## src/verilog/rafo_cfg.svh

```systemverilog
// Offsets, field positions, reset values and divider taps of the
// alarm / frequency-output block.
// Assumes inclusion by bare name from files under verilog/ and bench/.
`ifndef RAFO_CFG_SVH
`define RAFO_CFG_SVH

// Oscillator divider chain
`define RAFO_OSC_HZ 32768
`define RAFO_PRESC_W 15
// Divider tap per frequency-select bit, B3 in the low nibble, B7 in the high
`define RAFO_FREQ_TAPS 20'hEDCBA

// Byte lanes of a 3-byte alarm register (weekday first)
`define RAFO_WK_HI 23
`define RAFO_HR_HI 15
`define RAFO_MN_HI 7
// Field-enable bit inside each alarm byte
`define RAFO_FLD_EN 0
// Meaningful bits of each alarm byte for the match
`define RAFO_WK_MASK 8'hE0
`define RAFO_HR_MASK 8'hFE
`define RAFO_MN_MASK 8'hFE
// Frequency-select field inside the first byte of the first register
`define RAFO_FSEL_HI 7
`define RAFO_FSEL_LO 3

// First status register
`define RAFO_ST1_PWRUP 0
`define RAFO_ST1_LOWV 1
`define RAFO_ST1_A2HIT 2
`define RAFO_ST1_A1HIT 3
`define RAFO_ST1_USER_LO 4
`define RAFO_ST1_USER_HI 6
`define RAFO_ST1_INIT 7

// Second status register
`define RAFO_ST2_A2EN 1
`define RAFO_ST2_CRYS 4
`define RAFO_ST2_A1EN 5
`define RAFO_ST2_MINIRQ 6
`define RAFO_ST2_FREQ 7

// Power-on values
`define RAFO_ST2_POR 8'h80
`define RAFO_ALM1_POR 24'h800000
`define RAFO_ALM2_POR 24'h000000
`define RAFO_TRIM_POR 8'h00
`define RAFO_SCR_POR 8'h00
// Initialization values
`define RAFO_ST2_INIT 8'h00
`define RAFO_ALM_INIT 24'h000000
`define RAFO_BYTE_INIT 8'h00
// Time of day: year, month, day, weekday, hour, minute, second
`define RAFO_RT_DEFAULT 56'h00808000000000

`endif

```

## src/verilog/rafo_pkg.sv

```systemverilog
// Types shared by the alarm / frequency-output block.
// Assumes nothing of its surroundings.
package rafo_pkg;

	typedef enum logic [2:0] {
		RAFO_SEL_STATUS1,
		RAFO_SEL_STATUS2,
		RAFO_SEL_ALARM1,
		RAFO_SEL_ALARM2,
		RAFO_SEL_TRIM,
		RAFO_SEL_SCRATCH
	} rafo_reg_sel_t;

endpackage
```

## src/verilog/rafo_alarm_freq.sv

```systemverilog
// Alarm compare, frequency output and power-on register defaults of an
// RTC, with its status, alarm, trim and scratch registers.
// Assumes a command decoder on i_sys_clk gives register accesses, and a
// calendar on i_sys_clk gives the current weekday/hour/minute and a
// one-cycle minute tick. i_rst is the power-on detector.
`timescale 1ns/10ps
`include "rafo_cfg.svh"

module rafo_alarm_freq
	import rafo_pkg::*;
#(
	parameter logic [19:0] FREQ_TAPS = `RAFO_FREQ_TAPS
) (
	input wire logic i_sys_clk,
	input wire logic i_rst,
	input wire logic i_osc_clk,
	input wire rafo_reg_sel_t i_reg_sel,
	input wire logic i_reg_wr,
	input wire logic i_reg_rd,
	input wire logic [23:0] i_reg_wdata,
	input wire logic [23:0] i_now_wkhm,
	input wire logic i_minute_tick,
	output logic [23:0] o_reg_rdata,
	output logic o_irq_pin_o,
	output logic o_irq_pin_oe,
	output logic o_second_tick,
	output logic o_hour24,
	output logic [7:0] o_rate_trim,
	output logic o_preset_stb,
	output logic [55:0] o_preset_time
);

	localparam int NFREQ = `RAFO_FSEL_HI - `RAFO_FSEL_LO + 1;
	localparam int PW = `RAFO_PRESC_W;

	// Oscillator synchroniser and prescaler
	logic osc_s1_r, osc_s2_r, osc_s3_r;
	logic [PW-1:0] presc_r, presc_nxt;
	logic sec_tick_r, sec_tick_nxt;

	// Registers
	logic pwrup_r, pwrup_nxt;
	logic a1_hit_r, a1_hit_nxt;
	logic a2_hit_r, a2_hit_nxt;
	logic [2:0] st1_user_r, st1_user_nxt;
	logic [7:0] st2_r, st2_nxt;
	logic [23:0] alm1_r, alm1_nxt;
	logic [23:0] alm2_r, alm2_nxt;
	logic [7:0] trim_r, trim_nxt;
	logic [7:0] scr_r, scr_nxt;

	// Alarm pin latches and outputs
	logic a1_low_r, a1_low_nxt;
	logic a2_low_r, a2_low_nxt;
	logic oe_r, oe_nxt;
	logic [23:0] rdata_r, rdata_nxt;
	logic preset_r, preset_nxt;

	// Combinational decode
	logic freq_mode, a1_mode, a2_en;
	logic [NFREQ-1:0] freq_sel, freq_lvl;
	logic freq_and, freq_low;
	logic a1_fire, a2_fire, init_wr;
	logic [7:0] st1_view;
	logic a1_drive, a2_drive;

	function automatic logic field_eq(input logic [7:0] a, input logic [7:0] b,
			input logic [7:0] m);
		field_eq = ((a ^ b) & m) == 8'h00;
	endfunction

	// All enabled fields equal; no field enabled never matches
	function automatic logic alarm_match(input logic [23:0] a, input logic [23:0] now);
		logic wk_en, hr_en, mn_en;
		wk_en = a[`RAFO_WK_HI-7+`RAFO_FLD_EN];
		hr_en = a[`RAFO_HR_HI-7+`RAFO_FLD_EN];
		mn_en = a[`RAFO_MN_HI-7+`RAFO_FLD_EN];
		// Each field compares only its value bits; bit 0 is the enable itself
		alarm_match = (wk_en | hr_en | mn_en)
			& (~wk_en | field_eq(a[23:16], now[23:16], `RAFO_WK_MASK))
			& (~hr_en | field_eq(a[15:8], now[15:8], `RAFO_HR_MASK))
			& (~mn_en | field_eq(a[7:0], now[7:0], `RAFO_MN_MASK));
	endfunction

	// Divider taps, one per frequency-select bit
	genvar gi;
	generate
		for (gi = 0; gi < NFREQ; gi = gi + 1) begin : g_freq
			assign freq_lvl[gi] = presc_r[FREQ_TAPS[4*gi +: 4]];
		end
	endgenerate

	always_comb begin
		// Minute-edge, minute-periodic and crystal modes are not built; only alarm 2 can drive the pin there
		freq_mode = ~st2_r[`RAFO_ST2_CRYS] & ~st2_r[`RAFO_ST2_MINIRQ]
			& st2_r[`RAFO_ST2_FREQ];
		a1_mode = ~st2_r[`RAFO_ST2_CRYS] & st2_r[`RAFO_ST2_A1EN]
			& ~st2_r[`RAFO_ST2_MINIRQ] & ~st2_r[`RAFO_ST2_FREQ];
		a2_en = st2_r[`RAFO_ST2_A2EN];
		// Frequency byte lives in the first (weekday) lane of the register
		freq_sel = alm1_r[16+`RAFO_FSEL_HI : 16+`RAFO_FSEL_LO];
		// Unselected bits count as high, so the AND sees only selected ones
		freq_and = &(freq_lvl | ~freq_sel);
		freq_low = freq_mode & (|freq_sel) & ~freq_and;
		// Alarms are judged only on the minute tick, so a re-enable mid-match waits
		a1_fire = i_minute_tick & a1_mode & alarm_match(alm1_r, i_now_wkhm);
		a2_fire = i_minute_tick & a2_en & alarm_match(alm2_r, i_now_wkhm);
		init_wr = i_reg_wr & (i_reg_sel == RAFO_SEL_STATUS1)
			& i_reg_wdata[`RAFO_ST1_INIT];
		st1_view = 8'h00;
		st1_view[`RAFO_ST1_PWRUP] = pwrup_r;
		st1_view[`RAFO_ST1_A2HIT] = a2_hit_r;
		st1_view[`RAFO_ST1_A1HIT] = a1_hit_r;
		st1_view[`RAFO_ST1_USER_HI:`RAFO_ST1_USER_LO] = st1_user_r;
		// Low-voltage detector sits outside this block; its flag reads 0
		st1_view[`RAFO_ST1_LOWV] = 1'b0;
		// Initialization bit is write-only and always reads 0
		st1_view[`RAFO_ST1_INIT] = 1'b0;
	end

	// Prescaler counts oscillator edges; wrap is the second increment
	always_comb begin
		// Initialization never clears the prescaler, so seconds keep their phase
		presc_nxt = presc_r;
		sec_tick_nxt = 1'b0;
		if (osc_s2_r & ~osc_s3_r) begin
			presc_nxt = presc_r + {{(PW-1){1'b0}}, 1'b1};
			// Top tap falls exactly here, so the 1 Hz edge meets the carry
			sec_tick_nxt = &presc_r;
		end
	end

	always_comb begin
		pwrup_nxt = pwrup_r;
		a1_hit_nxt = a1_hit_r;
		a2_hit_nxt = a2_hit_r;
		st1_user_nxt = st1_user_r;
		st2_nxt = st2_r;
		alm1_nxt = alm1_r;
		alm2_nxt = alm2_r;
		trim_nxt = trim_r;
		scr_nxt = scr_r;
		a1_low_nxt = a1_low_r;
		a2_low_nxt = a2_low_r;
		preset_nxt = 1'b0;
		rdata_nxt = rdata_r;

		// Read and write in one cycle: the read returns the old contents
		if (i_reg_rd) begin
			case (i_reg_sel)
				RAFO_SEL_STATUS1: begin
					rdata_nxt = {16'h0000, st1_view};
					pwrup_nxt = 1'b0;
					a1_hit_nxt = 1'b0;
					a2_hit_nxt = 1'b0;
				end
				RAFO_SEL_STATUS2: rdata_nxt = {16'h0000, st2_r};
				RAFO_SEL_ALARM1: rdata_nxt = alm1_r;
				RAFO_SEL_ALARM2: rdata_nxt = alm2_r;
				RAFO_SEL_TRIM: rdata_nxt = {16'h0000, trim_r};
				RAFO_SEL_SCRATCH: rdata_nxt = {16'h0000, scr_r};
				default: rdata_nxt = 24'h000000;
			endcase
		end

		if (i_reg_wr) begin
			case (i_reg_sel)
				RAFO_SEL_STATUS1: begin
					st1_user_nxt = i_reg_wdata[`RAFO_ST1_USER_HI:`RAFO_ST1_USER_LO];
				end
				RAFO_SEL_STATUS2: st2_nxt = i_reg_wdata[7:0];
				// Whole word stored; scratch bits of the frequency byte only read back
				RAFO_SEL_ALARM1: alm1_nxt = i_reg_wdata;
				RAFO_SEL_ALARM2: alm2_nxt = i_reg_wdata;
				RAFO_SEL_TRIM: trim_nxt = i_reg_wdata[7:0];
				RAFO_SEL_SCRATCH: scr_nxt = i_reg_wdata[7:0];
				default: ;
			endcase
		end

		// Initialization keeps the written format and user bits
		if (init_wr) begin
			pwrup_nxt = 1'b0;
			a1_hit_nxt = 1'b0;
			a2_hit_nxt = 1'b0;
			st2_nxt = `RAFO_ST2_INIT;
			alm1_nxt = `RAFO_ALM_INIT;
			alm2_nxt = `RAFO_ALM_INIT;
			trim_nxt = `RAFO_BYTE_INIT;
			scr_nxt = `RAFO_BYTE_INIT;
			preset_nxt = 1'b1;
		end

		// Latches release as soon as the alarm is switched off
		if (!a1_mode) begin
			a1_low_nxt = 1'b0;
		end
		if (!a2_en) begin
			a2_low_nxt = 1'b0;
		end

		// A hit in the clearing cycle is kept: set wins
		if (a1_fire) begin
			a1_hit_nxt = 1'b1;
			a1_low_nxt = 1'b1;
		end
		if (a2_fire) begin
			a2_hit_nxt = 1'b1;
			a2_low_nxt = 1'b1;
		end

		// Each alarm latch is gated by its own enable, so both release in step
		// with the frequency output when the mode bits are written
		a1_drive = a1_mode & a1_low_r;
		a2_drive = a2_en & a2_low_r;
		// Pin drives low for either register's output
		oe_nxt = a2_drive | a1_drive | freq_low;
	end

	always_ff @(posedge i_sys_clk) begin
		// Two stages settle the pin; the third only feeds the edge detector
		osc_s1_r <= i_osc_clk;
		osc_s2_r <= osc_s1_r;
		osc_s3_r <= osc_s2_r;
		if (i_rst) begin
			presc_r <= '0;
			sec_tick_r <= 1'b0;
			pwrup_r <= 1'b1;
			a1_hit_r <= 1'b0;
			a2_hit_r <= 1'b0;
			st1_user_r <= 3'h0;
			st2_r <= `RAFO_ST2_POR;
			alm1_r <= `RAFO_ALM1_POR;
			alm2_r <= `RAFO_ALM2_POR;
			trim_r <= `RAFO_TRIM_POR;
			scr_r <= `RAFO_SCR_POR;
			a1_low_r <= 1'b0;
			a2_low_r <= 1'b0;
			oe_r <= 1'b0;
			rdata_r <= 24'h000000;
			preset_r <= 1'b1;
		end else begin
			presc_r <= presc_nxt;
			sec_tick_r <= sec_tick_nxt;
			pwrup_r <= pwrup_nxt;
			a1_hit_r <= a1_hit_nxt;
			a2_hit_r <= a2_hit_nxt;
			st1_user_r <= st1_user_nxt;
			st2_r <= st2_nxt;
			alm1_r <= alm1_nxt;
			alm2_r <= alm2_nxt;
			trim_r <= trim_nxt;
			scr_r <= scr_nxt;
			a1_low_r <= a1_low_nxt;
			a2_low_r <= a2_low_nxt;
			oe_r <= oe_nxt;
			rdata_r <= rdata_nxt;
			preset_r <= preset_nxt;
		end
	end

	// Open-drain: the data flop is held low, only the enable moves
	logic pin_o_r;
	logic [55:0] preset_time_r;
	always_ff @(posedge i_sys_clk) begin
		pin_o_r <= 1'b0;
		preset_time_r <= `RAFO_RT_DEFAULT;
	end

	assign o_reg_rdata = rdata_r;
	assign o_irq_pin_o = pin_o_r;
	assign o_irq_pin_oe = oe_r;
	assign o_second_tick = sec_tick_r;
	assign o_hour24 = st1_user_r[2];
	// Trim feeds the rate-correction arithmetic outside; 00h means none
	assign o_rate_trim = trim_r;
	// The calendar loads o_preset_time while this strobe is high
	assign o_preset_stb = preset_r;
	assign o_preset_time = preset_time_r;

endmodule

```

## config.mk

```make
export PLATFORM = sky130hd
export DESIGN_NAME = rafo_alarm_freq
export DESIGN_NICKNAME = d
export VERILOG_FILES = /design/src/verilog/rafo_pkg.sv /design/src/verilog/rafo_alarm_freq.sv
export VERILOG_INCLUDE_DIRS = /design/src /design/src/verilog
export SDC_FILE = /design/constraint.sdc
export NUM_CORES = 1
export LEC_CHECK = 0
export ABC_AREA = 1
export BUFFER_PORTS_ARGS = -buffer_cell sky130_fd_sc_hd__buf_2
export CAP_MARGIN = 20
export CORE_MARGIN = 10
export CORE_UTILIZATION = 30
export DETAILED_ROUTE_END_ITERATION = 10
export MAX_ROUTING_LAYER = met4
export PLACE_DENSITY = 0.53
export SYNTH_ARGS = -nofsm -noshare
export SYNTH_HDL_FRONTEND = slang
export SYNTH_SLANG_ARGS = --single-unit
```

## constraint.sdc

```tcl
create_clock -name i_sys_clk -period 2.3 [get_ports i_sys_clk]
set_clock_uncertainty 0.15 [all_clocks]
set_input_delay 0.115 -clock i_sys_clk [delete_from_list [all_inputs] [get_ports i_sys_clk]]
set_output_delay 0.115 -clock i_sys_clk [all_outputs]
set_load 0.01 [all_outputs]
```

==> metrics.md <==
| Metric | Value |
|---|---|
| Outcome | complete, no violations |
| Worst R2R Setup Slack | 0.52 ns |
| Critical path start-end classification | input pin to register |
| Largest area contributor in the netlist | dfxtp_1 |
| Max IR drop VDD | 0.4902 mV |
| FILL cells | 2148 |
| Die Wd | 162.1 um |
| Synth area leaders | dfxtp_1 41%, nand2_1 20%, a21oi_1 9.2%, buf_4 7.4%, inv_1 4.9% |
| I/O pins | 150 |
| Synth Area in XOR/XNOR | 0.02025 |
| Critical-path maximum fanout | 11 |
| Cell with the most instances after synthesis | nand2_1 |
| Source of the worst register-to-register timing path | osc_s2_r |
| CTS Buffer Depth | 2 |
| Tmin final | 2.128 ns |
| Initial antenna violation count | 1 |
| Main combinational cell family by area after synthesis | simple AND/OR/NAND/NOR gates |
| Routability congestion estimate | 0.8595 |
| Worst Path Required | 2.45 ns |
| Top cell type's share of synthesized area | 0.4132 |
| Worst min path class | input pin to register |
| Reg-to-Reg End | presc_r[10] |
| Slew Limit Fails | 0 |
| Placed cell areas | 6554 um2 |
| Reg2reg path depth | 9 |
| Resized cells post-CTS | 0 |
| Post-synth EDFFs | 0 |
| Nets | 1059 |
| Die area | 26270 um2 |
| Worst EP arrival | 2.28 ns |
| Tcrit/Tclk final | 0.9250 |
| Max-cap violations | 0 |
| Starting DRT DRC Count | 343 |
| Crit-path cells | dlygate4sd3_1, buf_2, nor2_1, nand2_1, clkinv_1, a22o_1, nand2_1, a21oi_1 |
| Post-synthesis compound-gate area fraction | 0.1473 |
| Drt total wl | 18980 um |
| Final setup violation count | 0 |
| Routed WL per cell | 14.85 um |
| Post-route cell area | 7388 um2 |
| Synthesized instance count | 881 |
| Setup bufs post-CTS | 0 |
| CTS tree | built |
| CTS Sinks | 125 |
| Syn Area/Cell | 6.874 um2 |
| First-pass GRT wire length | 30170 um |
| Vias in the first global route | 5648 |
| # port buffers | 85 |
| Mux cell area share after synthesis | 0 |
| Pwr Density | 706.2 nW/um2 |
| Post-synthesis cell type count | 31 |
| Worst setup SP type | input pin |
| CTS clk-pin slew, worst paths | 0.05 ns |
| Starting Density | 0.3081 |
| Grt total ovfl | 0 |
| Fmax | 470.0 MHz |
| Row count | 51 |
| Min-delay src | i_reg_sel[0] |
| CP max-delay cell | dlygate4sd3_1 |
| Clock root cell | clkbuf_16 |
| Drt pass-1 iters | 4 |
| Hold_buf cts | 29 |
| Synth cell count leaders | 320 x nand2_1, 125 x dfxtp_1, 111 x a21oi_1 |
| Num CTS Buffers | 17 |
| DR DRC count | 0 |
| Skew-Pair Late Insertion Delay | 0.43 ns |
| Layout cells sized above 1 | 0.1403 |
| Via/cell ratio | 4.414 |
| Leak Pwr | 3.068 nW |
| Final hold violation count | 0 |
| Routed vias | 5641 |
| Largest net degree at the start of global routing | 41 |
| Hold path cells | 6 |
| Sequential area share after synthesis | 0.4132 |
| Antenna Nets Post-Route | 0 |
| HPWL after DPL | 13800 um |
| Die H | 162.1 um |
| Core ar. | 19650 um2 |
| Synth Register Bits | 125 |
| Synth warn | 0 |
| Most used cell, CP | nand2_1 |
| RSZ-0062 raised after global routing | no |
| Synth-to-layout area growth | 22.00% |
| Hold Path End | o_reg_rdata[2] |
| Slowest cell delay on critical path | 0.53 ns |
| Setup TNS | 0 ns |
| Post-Syn Area | 6056 um2 |
| Post-Synth Simple-Gate Area | 0.2645 |
| GRT Total Usage | 0.1498 |
| Synth Flop Type | dfxtp_1 |
| CP endpoint kind | register |
| Number of H-tree levels | 4 |
| Synth Area in Adders | 0.002066 |
| Post-synth ARST share | 0 |
-- critical path, delay by kind of cell --
family	cells	cell delay [ns]
buf+inv	3	1.25
simple gates	3	0.52
compound gates	2	0.39
-- cells by family (layout without fill, tap and decap cells) --
logic type               after synthesis  count (layout)
XOR/XNOR                              14              14
AO/OA/AOI/OAI                        168             168
other                                  2              58
buffers and inverters                167             243
adder cells (fa/ha/maj)                1               1
AND/OR/NAND/NOR                      404             404
flip-flops                           125             125
-- final cells by class --
type / count / area [um2] / area share
multi-input cells: 644 / 2843 / 0.3848
flip-flops and latches: 125 / 2502 / 0.3387
repair buffers: 132 / 863.3 / 0.1169
well taps: 265 / 331.6 / 0.04488
clock buffers: 22 / 474.2 / 0.06418
clock inverters: 8 / 67.56 / 0.009145
inverters: 81 / 304.0 / 0.04115
diodes: 1 / 2.502 / 0.0003387
-- metrics by stage --
step	utilization	total power, mW	cells	hold WS [ns]	worst slack [ns]
6_report	0.3759	5.218	1278	0.07151	0.1725
2_1_floorplan	-	2.615	936	-0.007283	0.8085
3_5_place_dp	0.3335	2.714	1218	0.07251	0.2742
5_1_grt	0.3759	5.435	1278	0.09159	0.01932
3_3_place_gp	0.3335	2.712	1218	0.06891	0.2907
4_1_cts	0.3758	5.264	1277	0.06038	0.1672
-- worst max path at each step --
| stage | startpoint | end | slack (ns) | cells after the start |
|---|---|---|---|---|
| final | i_reg_sel[2] | o_reg_rdata[17] | 0.17 | 8 |
| after global routing | i_reg_sel[2] | o_reg_rdata[17] | 0.02 | 8 |
| after CTS | i_reg_sel[2] | o_reg_rdata[17] | 0.17 | 8 |
| after detailed placement | i_reg_sel[2] | o_reg_rdata[17] | 0.27 | 7 |
| after global placement | i_reg_sel[2] | o_reg_rdata[17] | 0.29 | 7 |
| after floorplan | presc_r[0] | presc_r[10] | 0.81 | 8 |
-- cells in the final DEF, fill, tap and decap left out, types with 2 or more instances in the layout --
cell,count
nor2_1,41
nand3_1,27
a21oi_1,111
a211oi_1,2
dlygate4sd3_1,29
clkbuf_8,3
inv_1,79
nor2_2,5
o211ai_1,2
a31oi_1,4
a41oi_1,2
nor3_1,3
nand2_1,320
a22o_1,4
clkbuf_16,17
buf_4,17
buf_2,85
o22ai_1,9
clkinv_2,6
conb_1,57
nand4_1,3
nor2_4,2
o21ai_0,33
dfxtp_1,125
xor2_1,5
clkbuf_1,2
xnor2_1,9
-- registers in the layout, indices dropped and copies added, names as in the netlist --
name,count
o_reg_rdata,24
st1_user_r,3
o_second_tick,1
scr_r,8
presc_r,15
a2_hit_r,1
pwrup_r,1
alm1_r,24
o_rate_trim,8
o_irq_pin_oe,1
o_preset_stb,1
a1_low_r,1
a2_low_r,1
a1_hit_r,1
osc_s1_r,1
alm2_r,24
osc_s3_r,1
st2_r,8
osc_s2_r,1
-- metal layers --
layer | GRT usage | share of wire
met1 | 0.1716 | 0.44
met2 | 0.2407 | 0.47
met3 | 0.05308 | 0.062
met4 | 0.04756 | 0.022
met5 | - | 0
-- where the power goes --
part           switching [mW]  total (mW)  internal [mW]
combinational           0.305       0.465          0.160
clock                   0.965        2.51           1.54
sequential             0.0309        2.24           2.21
(Power assumes the default switching activity.)
